--- src/hdl/wosopt_defs.svh ---
// offsets, field positions, reset values and timing counts of the option block
`ifndef WOSOPT_DEFS_SVH
`define WOSOPT_DEFS_SVH

`define WOSOPT_OFS_OPTION 8'h00
`define WOSOPT_OFS_STATUS 8'h04
`define WOSOPT_OFS_LVSTAT 8'h08

`define WOSOPT_BIT_STOP_KEEP 7
`define WOSOPT_BIT_RST_ALLOW 6
`define WOSOPT_BIT_PWR_ON 5
`define WOSOPT_BIT_FAST_WAKE 4
`define WOSOPT_BIT_WD_SHORT 3
`define WOSOPT_BIT_STOP_ALLOW 1
`define WOSOPT_BIT_WD_OFF 0

`define WOSOPT_RST_OPTION 8'h60

`define WOSOPT_LV_FILTER_CYC 9
`define WOSOPT_WAKE_FAST_CYC 32
`define WOSOPT_WAKE_SLOW_CYC 4096
`define WOSOPT_WD_SHORT_CYC ((1 << 13) - (1 << 4))
`define WOSOPT_WD_LONG_CYC ((1 << 18) - (1 << 4))

`endif

--- src/hdl/wosopt_pkg.sv ---
// types shared by the option block
package wosopt_pkg;
	typedef enum logic [1:0] {
		WOSOPT_RESP_OKAY = 2'b00,
		WOSOPT_RESP_SLVERR = 2'b10
	} wosopt_resp_t;
	typedef enum logic [2:0] {
		WOSOPT_LV_IDLE = 3'b001,
		WOSOPT_LV_FILT = 3'b010,
		WOSOPT_LV_HOLD = 3'b100
	} wosopt_lv_t;
endpackage

--- src/hdl/wosopt_lv_monitor.sv ---
// low-voltage monitor sequencer: filter, reset hold and stop gating
`include "wosopt_defs.svh"
module wosopt_lv_monitor
	import wosopt_pkg::*;
#(
	parameter int FILTER_CYC = `WOSOPT_LV_FILTER_CYC
) (
	input wire logic clk,
	input wire logic srst,
	input wire logic power_on,
	input wire logic reset_allow,
	input wire logic stop_keep,
	input wire logic in_stop,
	input wire logic below_falling,
	input wire logic above_rising,
	output logic lv_reset,
	output logic lv_active,
	output logic lv_holding
);
	initial begin
		if (FILTER_CYC < 2 || FILTER_CYC > 255)
			$error("FILTER_CYC out of range");
	end

	wosopt_lv_t state_ff;
	wosopt_lv_t nxt_state;
	logic [7:0] cnt_ff;
	logic run;

	// monitor runs if powered, and in stop only if stop_keep is set
	assign run = power_on && (!in_stop || stop_keep);

	// state sequencing
	always_comb begin
		nxt_state = state_ff;
		unique case (state_ff)
			WOSOPT_LV_IDLE: begin
				if (run && below_falling)
					nxt_state = WOSOPT_LV_FILT;
			end
			WOSOPT_LV_FILT: begin
				if (!run || !below_falling)
					nxt_state = WOSOPT_LV_IDLE;
				else if (cnt_ff == 8'(FILTER_CYC - 1) && reset_allow)
					nxt_state = WOSOPT_LV_HOLD;
			end
			WOSOPT_LV_HOLD: begin
				if (above_rising)
					nxt_state = WOSOPT_LV_IDLE;
			end
			default: nxt_state = WOSOPT_LV_IDLE;
		endcase
	end

	always_ff @(posedge clk) begin
		if (srst)
			state_ff <= WOSOPT_LV_IDLE;
		else
			state_ff <= nxt_state;
	end

	// low-supply samples seen so far, the entry sample counted as one,
	// so the trip falls on the sample that completes the run
	always_ff @(posedge clk) begin
		if (srst || nxt_state != WOSOPT_LV_FILT)
			cnt_ff <= 8'h00;
		else if (state_ff != WOSOPT_LV_FILT)
			cnt_ff <= 8'h01;
		else if (cnt_ff != 8'(FILTER_CYC - 1))
			cnt_ff <= cnt_ff + 8'h01;
	end

	// reset request stays up until the rising trip is seen
	always_ff @(posedge clk) begin
		if (srst)
			lv_reset <= 1'b0;
		else
			lv_reset <= (nxt_state == WOSOPT_LV_HOLD);
	end

	assign lv_active = run;
	assign lv_holding = (state_ff == WOSOPT_LV_HOLD);
endmodule

--- src/hdl/wosopt_top.sv ---
// write-once system option register with AXI4-Lite slave and outputs
`include "wosopt_defs.svh"
module wosopt_top
	import wosopt_pkg::*;
#(
	parameter int FILTER_CYC = `WOSOPT_LV_FILTER_CYC,
	parameter int WAKE_SLOW_CYC = `WOSOPT_WAKE_SLOW_CYC,
	parameter int WD_LONG_CYC = `WOSOPT_WD_LONG_CYC
) (
	input wire logic clk,
	input wire logic srst,
	// axi4-lite slave
	input wire logic [7:0] s_axi_awaddr,
	input wire logic s_axi_awvalid,
	output logic s_axi_awready,
	input wire logic [31:0] s_axi_wdata,
	input wire logic [3:0] s_axi_wstrb,
	input wire logic s_axi_wvalid,
	output logic s_axi_wready,
	output logic [1:0] s_axi_bresp,
	output logic s_axi_bvalid,
	input wire logic s_axi_bready,
	input wire logic [7:0] s_axi_araddr,
	input wire logic s_axi_arvalid,
	output logic s_axi_arready,
	output logic [31:0] s_axi_rdata,
	output logic [1:0] s_axi_rresp,
	output logic s_axi_rvalid,
	input wire logic s_axi_rready,
	// supply comparators, asynchronous pins
	input wire logic supply_below_falling,
	input wire logic supply_above_rising,
	// stop sequencer
	input wire logic in_stop,
	output logic [18:0] stop_wake_cycles,
	// watchdog
	output logic watchdog_off,
	output logic [18:0] watchdog_period_cycles,
	// low-voltage monitor
	output logic monitor_power_on,
	output logic monitor_reset_allow,
	output logic monitor_stop_keep,
	output logic monitor_active,
	output logic low_voltage_reset,
	// opcode decoder
	output logic stop_allow
);
	localparam logic [18:0] WAKE_FAST = 19'(`WOSOPT_WAKE_FAST_CYC);
	localparam logic [18:0] WAKE_SLOW = 19'(WAKE_SLOW_CYC);
	localparam logic [18:0] WD_SHORT = 19'(`WOSOPT_WD_SHORT_CYC);
	localparam logic [18:0] WD_LONG = 19'(WD_LONG_CYC);

	initial begin
		if (WAKE_SLOW_CYC < 1 || WAKE_SLOW_CYC >= (1 << 19))
			$error("WAKE_SLOW_CYC out of range");
		if (WD_LONG_CYC < 1 || WD_LONG_CYC >= (1 << 19))
			$error("WD_LONG_CYC out of range");
	end

	// ************************************************************
	// pin synchronisers
	// ************************************************************
	logic [1:0] below_sync_ff;
	logic [1:0] above_sync_ff;

	// two flops per comparator pin
	always_ff @(posedge clk) begin
		if (srst) begin
			below_sync_ff <= 2'b00;
			above_sync_ff <= 2'b00;
		end else begin
			below_sync_ff <= {below_sync_ff[0], supply_below_falling};
			above_sync_ff <= {above_sync_ff[0], supply_above_rising};
		end
	end

	// ************************************************************
	// option register
	// ************************************************************
	logic [7:0] option_ff;
	logic written_ff;
	logic aw_held_ff;
	logic w_held_ff;
	logic [7:0] awaddr_ff;
	logic [31:0] wdata_ff;
	logic [3:0] wstrb_ff;
	logic wr_fire;
	logic wr_hit;
	logic wr_take;

	function automatic logic decode_ok(input logic [7:0] a);
		decode_ok = (a == `WOSOPT_OFS_OPTION) ||
			(a == `WOSOPT_OFS_STATUS) || (a == `WOSOPT_OFS_LVSTAT);
	endfunction

	// address and data are captured in either order
	assign s_axi_awready = !aw_held_ff && !s_axi_bvalid;
	assign s_axi_wready = !w_held_ff && !s_axi_bvalid;

	always_ff @(posedge clk) begin
		if (srst) begin
			aw_held_ff <= 1'b0;
			awaddr_ff <= 8'h00;
		end else if (s_axi_awvalid && s_axi_awready) begin
			aw_held_ff <= 1'b1;
			awaddr_ff <= s_axi_awaddr;
		end else if (wr_fire) begin
			aw_held_ff <= 1'b0;
		end
	end

	always_ff @(posedge clk) begin
		if (srst) begin
			w_held_ff <= 1'b0;
			wdata_ff <= 32'h0000_0000;
			wstrb_ff <= 4'h0;
		end else if (s_axi_wvalid && s_axi_wready) begin
			w_held_ff <= 1'b1;
			wdata_ff <= s_axi_wdata;
			wstrb_ff <= s_axi_wstrb;
		end else if (wr_fire) begin
			w_held_ff <= 1'b0;
		end
	end

	assign wr_fire = aw_held_ff && w_held_ff;
	assign wr_hit = wr_fire && (awaddr_ff == `WOSOPT_OFS_OPTION);
	// only the first write with lane 0 enabled counts
	assign wr_take = wr_hit && wstrb_ff[0] && !written_ff;

	// default value until the single write, then frozen until reset
	always_ff @(posedge clk) begin
		if (srst)
			option_ff <= `WOSOPT_RST_OPTION;
		else if (wr_take)
			option_ff <= wdata_ff[7:0];
	end

	always_ff @(posedge clk) begin
		if (srst)
			written_ff <= 1'b0;
		else if (wr_take)
			written_ff <= 1'b1;
	end

	// write response: okay for known offsets, error otherwise
	always_ff @(posedge clk) begin
		if (srst) begin
			s_axi_bvalid <= 1'b0;
			s_axi_bresp <= WOSOPT_RESP_OKAY;
		end else if (wr_fire) begin
			s_axi_bvalid <= 1'b1;
			s_axi_bresp <= decode_ok(awaddr_ff) ? WOSOPT_RESP_OKAY :
				WOSOPT_RESP_SLVERR;
		end else if (s_axi_bready) begin
			s_axi_bvalid <= 1'b0;
		end
	end

	// ************************************************************
	// read path
	// ************************************************************
	logic lv_reset;
	logic lv_active;
	logic lv_holding;

	assign s_axi_arready = !s_axi_rvalid;

	// registered read data, stable until rready
	always_ff @(posedge clk) begin
		if (srst) begin
			s_axi_rvalid <= 1'b0;
			s_axi_rdata <= 32'h0000_0000;
			s_axi_rresp <= WOSOPT_RESP_OKAY;
		end else if (s_axi_arvalid && s_axi_arready) begin
			s_axi_rvalid <= 1'b1;
			s_axi_rresp <= decode_ok(s_axi_araddr) ? WOSOPT_RESP_OKAY :
				WOSOPT_RESP_SLVERR;
			unique case (s_axi_araddr)
				`WOSOPT_OFS_OPTION: s_axi_rdata <= {24'h000000, option_ff};
				`WOSOPT_OFS_STATUS: s_axi_rdata <= {31'h0, written_ff};
				`WOSOPT_OFS_LVSTAT: s_axi_rdata <=
					{29'h0, lv_holding, lv_active, lv_reset};
				default: s_axi_rdata <= 32'h0000_0000;
			endcase
		end else if (s_axi_rready) begin
			s_axi_rvalid <= 1'b0;
		end
	end

	// ************************************************************
	// option outputs
	// ************************************************************
	// decoded option bits toward their consumers
	always_ff @(posedge clk) begin
		if (srst) begin
			stop_wake_cycles <= WAKE_SLOW;
			watchdog_period_cycles <= WD_LONG;
		end else begin
			stop_wake_cycles <= option_ff[`WOSOPT_BIT_FAST_WAKE] ?
				WAKE_FAST : WAKE_SLOW;
			watchdog_period_cycles <= option_ff[`WOSOPT_BIT_WD_SHORT] ?
				WD_SHORT : WD_LONG;
		end
	end

	assign watchdog_off = option_ff[`WOSOPT_BIT_WD_OFF];
	assign stop_allow = option_ff[`WOSOPT_BIT_STOP_ALLOW];
	assign monitor_power_on = option_ff[`WOSOPT_BIT_PWR_ON];
	assign monitor_reset_allow = option_ff[`WOSOPT_BIT_RST_ALLOW];
	assign monitor_stop_keep = option_ff[`WOSOPT_BIT_STOP_KEEP];
	assign monitor_active = lv_active;
	assign low_voltage_reset = lv_reset;

	// ************************************************************
	// low-voltage monitor
	// ************************************************************
	wosopt_lv_monitor #(
		.FILTER_CYC(FILTER_CYC)
	) u_lv (
		.clk(clk),
		.srst(srst),
		.power_on(monitor_power_on),
		.reset_allow(monitor_reset_allow),
		.stop_keep(monitor_stop_keep),
		.in_stop(in_stop),
		.below_falling(below_sync_ff[1]),
		.above_rising(above_sync_ff[1]),
		.lv_reset(lv_reset),
		.lv_active(lv_active),
		.lv_holding(lv_holding)
	);
endmodule

--- config.mk ---
export PLATFORM = sky130hd
export DESIGN_NAME = wosopt_top
export DESIGN_NICKNAME = d
export VERILOG_FILES = /design/src/hdl/wosopt_pkg.sv /design/src/hdl/wosopt_lv_monitor.sv /design/src/hdl/wosopt_top.sv
export VERILOG_INCLUDE_DIRS = /design/src /design/src/hdl
export SDC_FILE = /design/constraint.sdc
export NUM_CORES = 1
export LEC_CHECK = 0
export BUFFER_PORTS_ARGS = -buffer_cell sky130_fd_sc_hd__buf_2
export CELL_PAD_IN_SITES_DETAIL_PLACEMENT = 1
export CELL_PAD_IN_SITES_GLOBAL_PLACEMENT = 2
export CORE_AREA = 2 2 82 143
export DETAILED_ROUTE_END_ITERATION = 16
export DIE_AREA = 0 0 84 145
export PLACE_DENSITY_LB_ADDON = 0.1
export SLEW_MARGIN = 25
export SYNTH_ARGS = -nofsm -noshare
export SYNTH_HDL_FRONTEND = slang
export SYNTH_SLANG_ARGS = --single-unit
--- constraint.sdc ---
create_clock -name clk -period 3.44 [get_ports clk]
set_input_delay 0.344 -clock clk [delete_from_list [all_inputs] [get_ports clk]]
set_output_delay 0.344 -clock clk [all_outputs]
set_load 0.01 [all_outputs]
**Yosys cells after proc, flatten, opt, wreduce, memory -nomap -nowiden**

Cells that the tools add are included.
W data, S select, Z words.

- Bits in registers: 120
- Latch bits: 0
- RAM bits: 0
- ROM bits: 0
- Input port bits: 62
- Output and inout port bits: 86
- Word-level logic and storage cells: 87
- Memories: 0

- Add/subtract/negate cells: 1
- Multipliers: 0
- Div/mod/pow operators: 0
- Magnitude comparators: 0
- Equality and inequality tests: 12
- Shift operators: 0
- Mux-type cells: 19
- Bitwise logic cells: 0
- Reduce and logical (&&, ||, !) cells: 35

Operators with widths:

| kind | count |
|---|---|
| $eq A8 B4 Y1 const B | 3 |
| $pmux W8 S3 | 1 |
| $mux W18 | 1 |
| $eq A8 B3 Y1 const B | 2 |
| $logic_not A8 Y1 | 2 |
| $mux W13 | 1 |
| $logic_and A1 B1 Y1 | 12 |
| $mux W3 | 4 |
| $reduce_bool A2 Y1 | 5 |
| $mux W1 | 9 |
| $pmux W3 S3 | 1 |
| $add A8 B1 Y8 const B | 1 |
| $logic_not A1 Y1 | 8 |
| $ne A8 B4 Y1 const B | 1 |
| $logic_or A1 B1 Y1 | 7 |
| $eq A3 B3 Y1 const B | 2 |
| $ne A3 B2 Y1 const B | 2 |
| $mux W2 | 2 |
| $eq A3 B1 Y1 const B | 1 |
| $eq A3 B2 Y1 const B | 1 |
| $reduce_or A2 Y1 | 1 |

**Logic depth before layout (Yosys ltp)**

Gate-level depths: netlist of the first run.

- Depth in word-level cells: 10
- Depth in mapped cells: 6
- Mapped depth without buffers: 6

**Modules after synthesis**

A second synthesis of the first run with hierarchy kept.

- Cell total of the unflattened synthesis: 306
- Area, all modules: 2885.3 µm²

By module, submodules not included:

| module | instances | cells each | area an instance (µm²) | seq. area each (µm²) |
|---|---|---|---|---|
| wosopt_top | 1 | 245 | 2277.2 | 940.9 |
| wosopt_lv_monitor | 1 | 61 | 608.1 | 240.2 |

**Least setup slack after synthesis of the first run**

OpenSTA, ideal clock, no wires.

- Kind: flip-flop to flip-flop
- From: register u_lv.cnt_ff[0]
- To: register u_lv.cnt_ff[0]
- Library setup time: 0.115 ns
- Arrival time: 1.557 ns
- Required time: 3.325 ns
- Setup slack: 1.768 ns
- Cell stages (with the launch flop): 7
- Path buffers: 0
- Clock period less this slack: 1.672 ns
- Path through: dfxtp_1 > inv_1 > ha_1 > nor4b_4 > and3_2 > or4_1 > and3_1

- Cells in the longest elaborated chain, start to end: 7
- Elaborated cells on any way between the ends: 12
- Those cells by class: 1 x add/sub; 3 x eq/ne; 5 x mux; 3 x reduce/logical

RTL lines:

| item | line | source |
|---|---|---|
| start, declared | wosopt_lv_monitor.sv:27 | `logic [7:0] cnt_ff;` |
| start signal, assigned | wosopt_lv_monitor.sv:70 | `cnt_ff <= cnt_ff + 8'h01;` |
| $eq A8 B4 Y1 | wosopt_lv_monitor.sv:44 | `else if (cnt_ff == 8'(FILTER_CYC - 1) && reset_allow)` |
| $logic_and A1 B1 Y1 | wosopt_lv_monitor.sv:44 |  |
| $mux W3 | wosopt_lv_monitor.sv:44 |  |
| $mux W3 | wosopt_lv_monitor.sv:42 | `if (!run \|\| !below_falling)` |
| $pmux W3 S3 | wosopt_lv_monitor.sv:36 | `unique case (state_ff)` |
| $ne A3 B2 Y1 | wosopt_lv_monitor.sv:65 | `if (srst \|\| nxt_state != WOSOPT_LV_FILT)` |
| $logic_or A1 B1 Y1 | wosopt_lv_monitor.sv:65 |  |

Several ways; a longest one is shown, not always the timed one. The select of a mux whose other input is x is not followed.
A chain may end at the register's enable or synchronous reset.

**Final worst setup path of the first run**

- From: register aw_held_ff
- To: register option_ff[6]

- Cells in the longest elaborated chain, start to end: 4

RTL lines:

| item | line | source |
|---|---|---|
| start, declared | wosopt_top.sv:82 | `logic aw_held_ff;` |
| start signal, assigned | wosopt_top.sv:102 | `aw_held_ff <= 1'b0;` |
| start signal, assigned | wosopt_top.sv:105 | `aw_held_ff <= 1'b1;` |
| start signal, assigned | wosopt_top.sv:108 | `aw_held_ff <= 1'b0;` |
| $logic_and A1 B1 Y1 | wosopt_top.sv:126 | `assign wr_fire = aw_held_ff && w_held_ff;` |
| $logic_and A1 B1 Y1 | wosopt_top.sv:127 | `` assign wr_hit = wr_fire && (awaddr_ff == `WOSOPT_OFS_OPTION); `` |
| $logic_and A1 B1 Y1 (2 in a row) | wosopt_top.sv:129 | `assign wr_take = wr_hit && wstrb_ff[0] && !written_ff;` |
| end signal, assigned | wosopt_top.sv:134 | `` option_ff <= `WOSOPT_RST_OPTION; `` |
| end signal, assigned | wosopt_top.sv:136 | `option_ff <= wdata_ff[7:0];` |
| end, declared | wosopt_top.sv:80 | `logic [7:0] option_ff;` |

Every way passes these cells.

==> impl_metrics.csv, run 1 <==
group,metric,value,unit
status,status,"completed",
placement,hpwl,5.439,mm
logic_synthesis,yosysUniqueCellTypes,41,
critical_path,critPathMaxFanout,11,
logic_synthesis,netlist_area,2795,um2
grt,grt_usage,12.00,%
route,drt_iter0_drc,54,
pwr,vdd_ir_drop_max,0.2598,mV
route,vias_per_cell,4.104,
logic_synthesis,synth_edf_count,0,
critical_path,critPathKind,"reg -> reg",
critical_path,required,3630,ps
route,vias,2134,
floorplan,die_area,12180,um2
floorplan,fp-row-count,51,
timing,skew,6.469,ps
layout,final_common_cell,"buf_2",
pwr,p_sw,0.4049,mW
grt,grt_max_degree,52,
clocking,cts-root-buf,"clkbuf_16",
pwr,p_leak,1.433,nW
clocking,post_cts_buffers,0,
logic_synthesis,yosys_warnings,0,
pwr,pwr-share-comb,8.0,%
route,first_pass_iters,4,
layout,seq_area,1181,um2
logic_synthesis,synthCells,327,
clocking,cts_tree,"built",
clocking,h-tree-depth,3,
pwr,p_per_area,515.7,nW/um2
logic_synthesis,avgSynthCellArea,8.548,um2
route,post-route-drc-count,0,
worst_hold_path,hold_path.class,"in -> reg",
timing,rsz0062_at_grt,"false",
grt,grt_pass1_vias,2137,
clocking,ctsHoldBuffers,0,
layout,final_cell_mix,"63 x buf_2, 59 x dfxtp_1, 57 x conb_1",
job,maxCapViolations,0,
route,final_antenna_net_count,0,
logic_synthesis,yosysSeqAreaShare,42.26,%
layout,diodes,0,
pwr,seqPwrFrac,43.0,%
layout,syn2layout_area_growth,16.43,%
grt,antenna_found_initial,0,
pwr,intPower,1.274,mW
placement,dpl_worst_slack,1450,ps
timing,fmax,517.7,MHz
critical_path,worstSetupEndpointType,"flop",
floorplan,start_util,25.32,%
route,wl_per_cell,13.73,um
timing,hold_violations,0,
clocking,clkSlewWorstSetupHoldPaths,50,ps
layout,final_core_util,29.48,%
floorplan,core_area,11040,um2
placement,port_buffers,63,
timing,fin_crit_sh,56.16,%
timing,fin_setup_tns,0,ps
critical_path,startpoint_type,"flop",
timing,tightest_slew,627.4,ps
clocking,clk_latency,330,ps
layout,fin_nets,447,
layout,fillerInstances,1357,
logic_synthesis,async_reset_ff_share,0,%
floorplan,die_x,84,um
route,wirelength,7.139,mm
timing,max-slew-margin-rel,58.06,%
floorplan,io_pins,148,
floorplan,die_y,145,um
timing,final-setup-viol-count,0,
grt,gr-total-overflow,0,
timing,slew_viol_final,0,
clocking,clock-sinks,59,
pwr,p_clk_share,49.0,%
critical_path,crit_arrival,2120,ps
grt,grt_pass1_wl,11.23,mm
logic_synthesis,ys_ff_latch,59,
layout,drive_above_1_share,21.91,%
pwr,p_sw_share,24.12,%
timing,setup_slack,1508,ps
placement,gp_congestion,0.7048,
clocking,cts_buffers,9,
timing,fin_crit,1932,ps
layout,multi_input_area,1289,um2
clocking,clk_path_buf_depth,2,
logic_synthesis,ys.flop_type,"dfxtp_1",
clocking,post_cts_resized,0,
[cell families after synthesis]
kind of cell / share of synthesized area (%)
flops: 42.26
buf+inv: 19.02
compound gates: 8.997
other cells: 0.2687
xor+xnor: 2.193
simple gates: 23.46
mux: 2.910
fa+ha+maj: 0.8951
[area by class of cell]
class	count	share of cell area, %
Clock buffer	14	8.112
Timing Repair Buffer	64	9.919
Multi-Input combinational cell	243	39.60
Sequential cell	59	36.29
Inverter	6	0.6920
Tap cell	132	5.075
Clock inverter	2	0.3076
[worst max-delay path, cell delays in order (launching register included)]
cell and delay [ps]:
dfxtp_1 440, nor4bb_1 430, nand3_1 550, nor3_1 320, a21oi_1 60
[state kept, by name, indices dropped and copies added, names as in the netlist]
register and cells:
stop_wake_cycles 2, wdata_ff 8, w_held_ff 1, s_axi_rvalid 1
option_ff 8, below_sync_ff 2, u_lv.lv_reset 1, s_axi_bvalid 1
u_lv.state_ff 3, awaddr_ff 8, s_axi_bresp 1, u_lv.cnt_ff 8
watchdog_period_cycles 1, written_ff 1, above_sync_ff 2, aw_held_ff 1
s_axi_rresp 1, wstrb_ff 1, s_axi_rdata 8
[synthesized netlist by cell type, types with 3 or more instances]
cell       n  area (um2)
buf_4     61       457.9
dfxtp_1   59        1181
nand2_1   46       172.7
a21oi_1   30       150.1
nor2_1    26       97.59
clkbuf_1  11       41.29
nand2b_1  10       62.56
nand3_1    9       45.04
mux2i_1    7       70.07
nor2b_1    7       43.79
inv_1      6       22.52
nor3_1     6       30.03
a22oi_1    5       37.54
xor2_1     4       35.03
nor3b_1    3       22.52
xnor2_1    3       26.28
[per-layer routing]
metal	routed length [um]	GRT usage [%]
met1	2631	11.94
met2	4017	22.40
met5	0	0
met4	163	6.048
met3	327	3.072
[per-stage QoR]
stage / cells / hold slack, ps / area (um2) / total power [mW]
6_report: 520 / 239.5 / 3254 / 1.678
5_1_grt: 520 / 243.9 / 3254 / 1.756
4_1_cts: 520 / 234.3 / 3254 / 1.713
3_5_place_dp: 504 / 412.3 / 2980 / 0.8717
3_3_place_gp: 504 / 410.5 / 2980 / 0.8704
2_1_floorplan: 382 / 382.7 / 3002 / 0.8705
[power groups by stage]
stage / sequential [mW] / combinational [mW] / clock (mW)
global placement: 0.736 / 0.134 / 0
finish: 0.722 / 0.134 / 0.823
detailed placement: 0.736 / 0.135 / 0
CTS: 0.722 / 0.136 / 0.855
global route: 0.724 / 0.152 / 0.880
floorplan: 0.732 / 0.139 / 0
[path summary, 6_finish.rpt]
check                                     to  slack [ps]  cells past startpoint                  from
hold reg to reg   watchdog_period_cycles[16]         430                      1          option_ff[3]
setup / recovery                option_ff[6]        1510                      4            aw_held_ff
setup reg to reg                option_ff[6]        1510                      4            aw_held_ff
hold / removal              below_sync_ff[0]         240                      2  supply_below_falling
No activity file was read; power rests on OpenSTA's default activity.
==> inputs of run 2 (changes only) <==
ABC_AREA = 1   (was not set)
CORE_AREA = 2 2 92 160   (was 2 2 82 143)
DIE_AREA = 0 0 94 162   (was 0 0 84 145)
clock period = 1.7 ns   (was 3.44 ns; I/O delays follow)
==> run 2 against run 1 <==
  * Critical path type unchanged
  * Via count is 8.2% higher
  * Cell count grew 18%
  * Total power rose by 140%
  * Clock skew shrank 0.94 ps
  * Clock power grew to 2.7 times the previous value
  * Critical endpoint is now u_lv.cnt_ff[7]
  * Sequential power up 100%
==> impl_metrics.csv, run 2 <==
group,metric,value,unit
status,status,"completed",
timing,skew,5.534,ps
logic_synthesis,yosys_warnings,0,
critical_path,worst-r2r-setup-slack,330,ps
critical_path,rr_startpoint,"u_lv.cnt_ff[0]",
placement,placed_area,3131,um2
logic_synthesis,ys.flop_type,"dfxtp_1",
placement,hpwl,5.818,mm
critical_path,worstSetupEndpointType,"flop",
timing,fin_crit_sh,80.37,%
logic_synthesis,async_reset_ff_share,0,%
pwr,p_leak,1.609,nW
logic_synthesis,synth_edf_count,0,
route,vias_per_cell,3.750,
logic_synthesis,yosysSeqAreaShare,41.37,%
logic_synthesis,yosys.cell_count.top_type,"nor2_1",
clocking,clkSlewWorstSetupHoldPaths,50,ps
grt,grt_pass1_vias,2300,
route,vias,2310,
grt,antenna_found_initial,0,
critical_path,startpoint_type,"flop",
route,final_antenna_net_count,0,
layout,final_core_util,25.14,%
layout,instances_no_fill,616,
logic_synthesis,yosysUniqueCellTypes,35,
critical_path,crit_arrival,1590,ps
placement,port_buffers,63,
critical_path,critPathKind,"reg -> reg",
clocking,post_cts_buffers,0,
timing,final-setup-viol-count,0,
layout,stdcell_area,3496,um2
worst_hold_path,hold_path.class,"in -> reg",
grt,grt_pass1_wl,11.72,mm
job,maxCapViolations,0,
critical_path,crit_family,"simple AND/OR/NAND/NOR gates",
worst_hold_path,hold_end,"above_sync_ff[0]",
clocking,cts_buffers,9,
placement,gp_congestion,0.7090,
logic_synthesis,yosysTopAreaCell,"dfxtp_1",
critical_path,reg2regPathDepth,7,
grt,gr-total-overflow,0,
route,drt_iter0_drc,38,
critical_path,required,1920,ps
layout,final_common_cell,"nor2_1",
floorplan,die_area,15230,um2
floorplan,die_x,94,um
timing,hold_violations,0,
logic_synthesis,avgSynthCellArea,7.696,um2
floorplan,fp-row-count,57,
critical_path,crit_path_cell_trace,"inv_1 -> ha_1 -> nand3b_4 -> nor2_4 -> nand3_1 -> nand4_4 -> nor2_1",
clocking,h-tree-depth,3,
logic_synthesis,synthTopCellsByCount,"73 x nor2_1, 62 x buf_4, 59 x dfxtp_1",
layout,fillerInstances,1707,
floorplan,die_y,162,um
timing,hold_ws,44.89,ps
timing,rsz0062_at_grt,"false",
worst_hold_path,hp-start,"supply_above_rising",
floorplan,core_area,13910,um2
route,first_pass_iters,4,
logic_synthesis,netlist_area,2855,um2
critical_path,critPathMaxFanout,7,
route,wirelength,7.228,mm
logic_synthesis,synth_top_area_share,41.37,%
logic_synthesis,synthTopCellsByArea,"dfxtp_1 41%, buf_4 16%, nor2_1 9.6%, nand2_1 5.3%, o21ai_0 5.3%",
placement,dp_cells,600,
clocking,clk_latency,330,ps
critical_path,cpPeakStageDelay,330,ps
logic_synthesis,ys_ff_latch,59,
layout,final_cell_mix,"73 x nor2_1, 63 x buf_2, 59 x dfxtp_1",
floorplan,start_util,20.53,%
grt,grt_use_met2,19.06,%
floorplan,io_pins,148,
critical_path,cpMaxStageDelayCell,"dfxtp_1",
grt,grt_usage,10.16,%
timing,fin_crit,1366,ps
route,post-route-drc-count,0,
timing,slew_viol_final,0,
worst_hold_path,min_path_cells,3,
logic_synthesis,synthCells,371,
clocking,post_cts_resized,0,
critical_path,crit_buf_inv,1,
critical_path,r2r_end,"u_lv.cnt_ff[7]",
layout,syn2layout_area_growth,22.44,%
layout,drive_above_1_share,23.23,%
grt,top_usage_layer,"met2",
layout,fin_nets,498,
timing,fin_setup_tns,0,ps
route,wl_per_cell,11.73,um
pwr,p_per_area,1160,nW/um2
layout,diodes,0,
clocking,clk_path_buf_depth,2,
grt,grtUsageMet3,3.293,%
pwr,vdd_ir_drop_max,0.3824,mV
timing,fmax,731.9,MHz
clocking,cts-root-buf,"clkbuf_16",
grt,grtUsageMet1,9.902,%
clocking,ctsHoldBuffers,0,
clocking,clock-sinks,59,
grt,grt_max_degree,39,
clocking,cts_tree,"built",
==> run 2: changes by cell type in the layout (fill, tap and decap cells not counted), sizes merged, moves of 5 or more <==
| cell | delta |
|---|---|
| nand2b | -10 |
| a21oi | -11 |
| clkbuf | -5 |
| a22oi | -5 |
| nor2 | +51 |
| mux2i | -7 |
| inv | +28 |
| o21ai | +35 |
| nor2b | -7 |
==> run 2: per-layer routing <==
layer  up-vias  part of all wire (%)
met5         -                     0
met4         0                   1.7
met3         9                   5.2
met2        59                    57
met1      1068                    36
li1       1174                     -
==> run 2: worst max-delay path by stage <==
stage,from,to,cells past startpoint
floorplan,u_lv.cnt_ff[0],u_lv.cnt_ff[2],7
detailed placement,u_lv.cnt_ff[0],u_lv.cnt_ff[7],7
global placement,u_lv.cnt_ff[0],u_lv.cnt_ff[4],7
finish,u_lv.cnt_ff[0],u_lv.cnt_ff[7],7
CTS,u_lv.cnt_ff[0],u_lv.cnt_ff[7],7
global route,u_lv.state_ff[2],s_axi_rdata[2],6
==> run 2: logic make-up (layout without fill, tap and decap cells) <==
| kind of cell | after synthesis | count (layout) | share of synthesized area (%) |
|---|---|---|---|
| xor+xnor | 3 | 3 | 0.9204 |
| compound gates | 61 | 61 | 12.23 |
| simple gates | 140 | 140 | 22.13 |
| flops | 59 | 59 | 41.37 |
| fa+ha+maj | 2 | 2 | 0.8763 |
| other cells | 2 | 57 | 0.2630 |
| buf+inv | 104 | 117 | 22.22 |
==> run 2: tightest hold or removal path: stages <==
cell,delay (ps)
buf_2,80
inv_1,30
nor2_1,60
==> run 2: layout make-up <==
class	count	area, um2	area share [%]
tap	177	221.5	6.335
clock buffer	9	225.2	6.442
timing repair buffer	66	350.3	10.02
inverter	35	131.4	3.758
multi-input combinational	263	1246	35.65
sequential	59	1181	33.79
clock inverter	7	140.1	4.009
==> run 2: report_power, final <==
group	leakage (nW)	total [mW]	internal [mW]	switching, mW
Clock	0.172	2.23	1.58	0.653
Sequential	0.483	1.48	1.45	0.0343
Combinational	0.955	0.344	0.114	0.229
Total	1.61	4.06	3.14	0.917
==> run 2: stage by stage <==
stage	worst slack, ps	total power, mW
floorplan	495.1	1.831
global placement	341.1	1.863
detailed placement	309.3	1.868
CTS	299.6	4.141
global route	184.6	4.266
finish	333.8	4.056
==> inputs of run 3 (changes only) <==
ABC_AREA = 0   (was 1)
CORE_AREA = 2 2 89 155   (was 2 2 92 160)
DIE_AREA = 0 0 91 157   (was 0 0 94 162)
clock period = 1.2 ns   (was 1.7 ns; I/O delays follow)
==> run 3 against run 2 <==
  * The flow now finishes with violations (setup timing)
  * Clock skew is 0.73 ps higher
  * Critical path type unchanged
  * Hold slack worse by 31 ps
  * Sequential share of layout area is 4.1 points lower
  * Global-route usage is 1.4 points higher
==> impl_metrics.csv, run 3 (synthesis gave the netlist of run 1 again) <==
group,metric,value,unit
floorplan,core_area,12940,um2
layout,stdcell_area,4018,um2
clocking,ctsHoldBuffers,0,
clocking,cts-root-buf,"clkbuf_16",
layout,drive_above_1_share,40.37,%
placement,gp_congestion,0.6695,
grt,grt_max_degree,52,
floorplan,io_pins,148,
status,violations,"setup timing",
layout,final_common_cell,"buf_2",
grt,grtUsageMet3,2.250,%
placement,dp_cells,583,
route,vias,2343,
critical_path,required,1410,ps
timing,final-setup-viol-count,22,
status,status,"complete, but fails checks",
placement,port_buffers,63,
layout,final_cell_mix,"63 x buf_2, 57 x conb_1, 50 x dfxtp_1",
timing,fmax,617.2,MHz
worst_hold_path,hold_path.class,"in -> reg",
route,post-route-drc-count,0,
placement,hpwl,5.944,mm
grt,grt_pass1_wl,12.74,mm
clocking,cts_buffers,9,
clocking,clk_latency,330,ps
critical_path,crit_arrival,1830,ps
floorplan,die_y,157,um
pwr,totalPowerFinal,5.446,mW
floorplan,start_util,21.61,%
grt,antenna_found_initial,0,
timing,max-slew-margin-rel,58.74,%
critical_path,startpoint_type,"flop",
route,drt_iter0_drc,58,
route,first_pass_iters,3,
layout,syn2layout_area_growth,43.73,%
route,vias_per_cell,3.860,
placement,placed_area,3433,um2
timing,hold_violations,0,
clocking,clkSlewWorstSetupHoldPaths,50,ps
critical_path,worstSetupEndpointType,"flop",
layout,diodes,0,
clocking,cts_tree,"built",
floorplan,fp-row-count,55,
route,wl_per_cell,13.23,um
grt,gr-total-overflow,0,
critical_path,worst-r2r-setup-slack,-420,ps
clocking,clock-sinks,59,
grt,grt_usage,11.53,%
timing,fin_crit_sh,135.0,%
pwr,p_per_area,1355,nW/um2
timing,fin_crit,1620,ps
floorplan,die_area,14290,um2
job,maxCapViolations,0,
clocking,clk_path_buf_depth,2,
placement,dpl_worst_slack,-450.0,ps
layout,instances_no_fill,607,
timing,rsz0062_at_grt,"true",
clocking,h-tree-depth,3,
critical_path,critPathMaxFanout,3,
layout,fillerInstances,1563,
layout,fin_nets,495,
grt,top_usage_layer,"met2",
timing,fin_setup_tns,-4406,ps
timing,skew,6.268,ps
pwr,vdd_ir_drop_max,0.7526,mV
route,wirelength,8.029,mm
grt,grtUsageMet1,12.28,%
timing,setup_slack,-420.2,ps
timing,slew_viol_final,0,
timing,tightest_slew,618.9,ps
grt,grt_pass1_vias,2442,
route,final_antenna_net_count,0,
grt,grt_use_met2,21.59,%
pwr,p_leak,1.758,nW
critical_path,critPathKind,"reg -> reg",
floorplan,die_x,91,um
-- run 3: cell count changes in the layout (fill, tap and decap cells not counted), sizes merged, moves of 5 or more --
cell,before,now
a22oi,0,5
inv,34,6
o21ai,35,0
nor2,77,26
nand2b,0,10
a21oi,19,30
nor2b,0,7
buf,66,112
mux2i,0,7
-- run 3: timing repair --
item / in CTS / in global routing
gates cloned: 1 / 0
setup buffers: 6 / 4
setup endpoints to repair: 24 / 43
pin swaps: 13 / 7
gates resized for setup: 23 / 24
-- run 3: stage by stage --
stage,hold WS (ps),util [%]
CTS,4.237,30.32
global placement,329.1,26.54
finish,13.50,31.05
global route,28.24,31.05
floorplan,248.2,-
detailed placement,341.3,26.54
-- run 3: layout make-up --
class,instances,area (um2),share of cell area [%]
multi-input combinational,243,1514,37.68
sequential,59,1192,29.68
timing repair buffer,112,745.7,18.56
clock buffer,12,256.5,6.384
tap,171,214.0,5.325
clock inverter,4,72.57,1.806
inverter,6,22.52,0.5606
-- run 3: critical path: stages (launching register included) --
cell and delay, ps:
dfxtp_2 320, inv_2 70, ha_4 130, nor4b_4 250, nand3_2 120, or4_1 470, and3_1 150
-- run 3: path summary, 6_finish.rpt --
| check | from | cells past startpoint | to |
|---|---|---|---|
| hold / removal | supply_below_falling | 2 | below_sync_ff[0] |
| setup reg to reg | u_lv.cnt_ff[0] | 6 | u_lv.cnt_ff[0] |
| hold reg to reg | below_sync_ff[0] | 1 | below_sync_ff[1] |
| setup / recovery | u_lv.cnt_ff[0] | 6 | u_lv.cnt_ff[0] |
-- run 3: metal layers --
metal | up-vias | wire length [um]
li1 | 1177 | -
met4 | 0 | 142
met1 | 1087 | 3070
met2 | 70 | 4487
met5 | - | 0
met3 | 9 | 329
-- run 3: where the power goes --
group | total, mW | internal (mW) | switching, mW
combinational | 0.538 | 0.227 | 0.311
clock | 2.83 | 1.93 | 0.907
sequential | 2.07 | 2.03 | 0.0475
total | 5.45 | 4.18 | 1.27
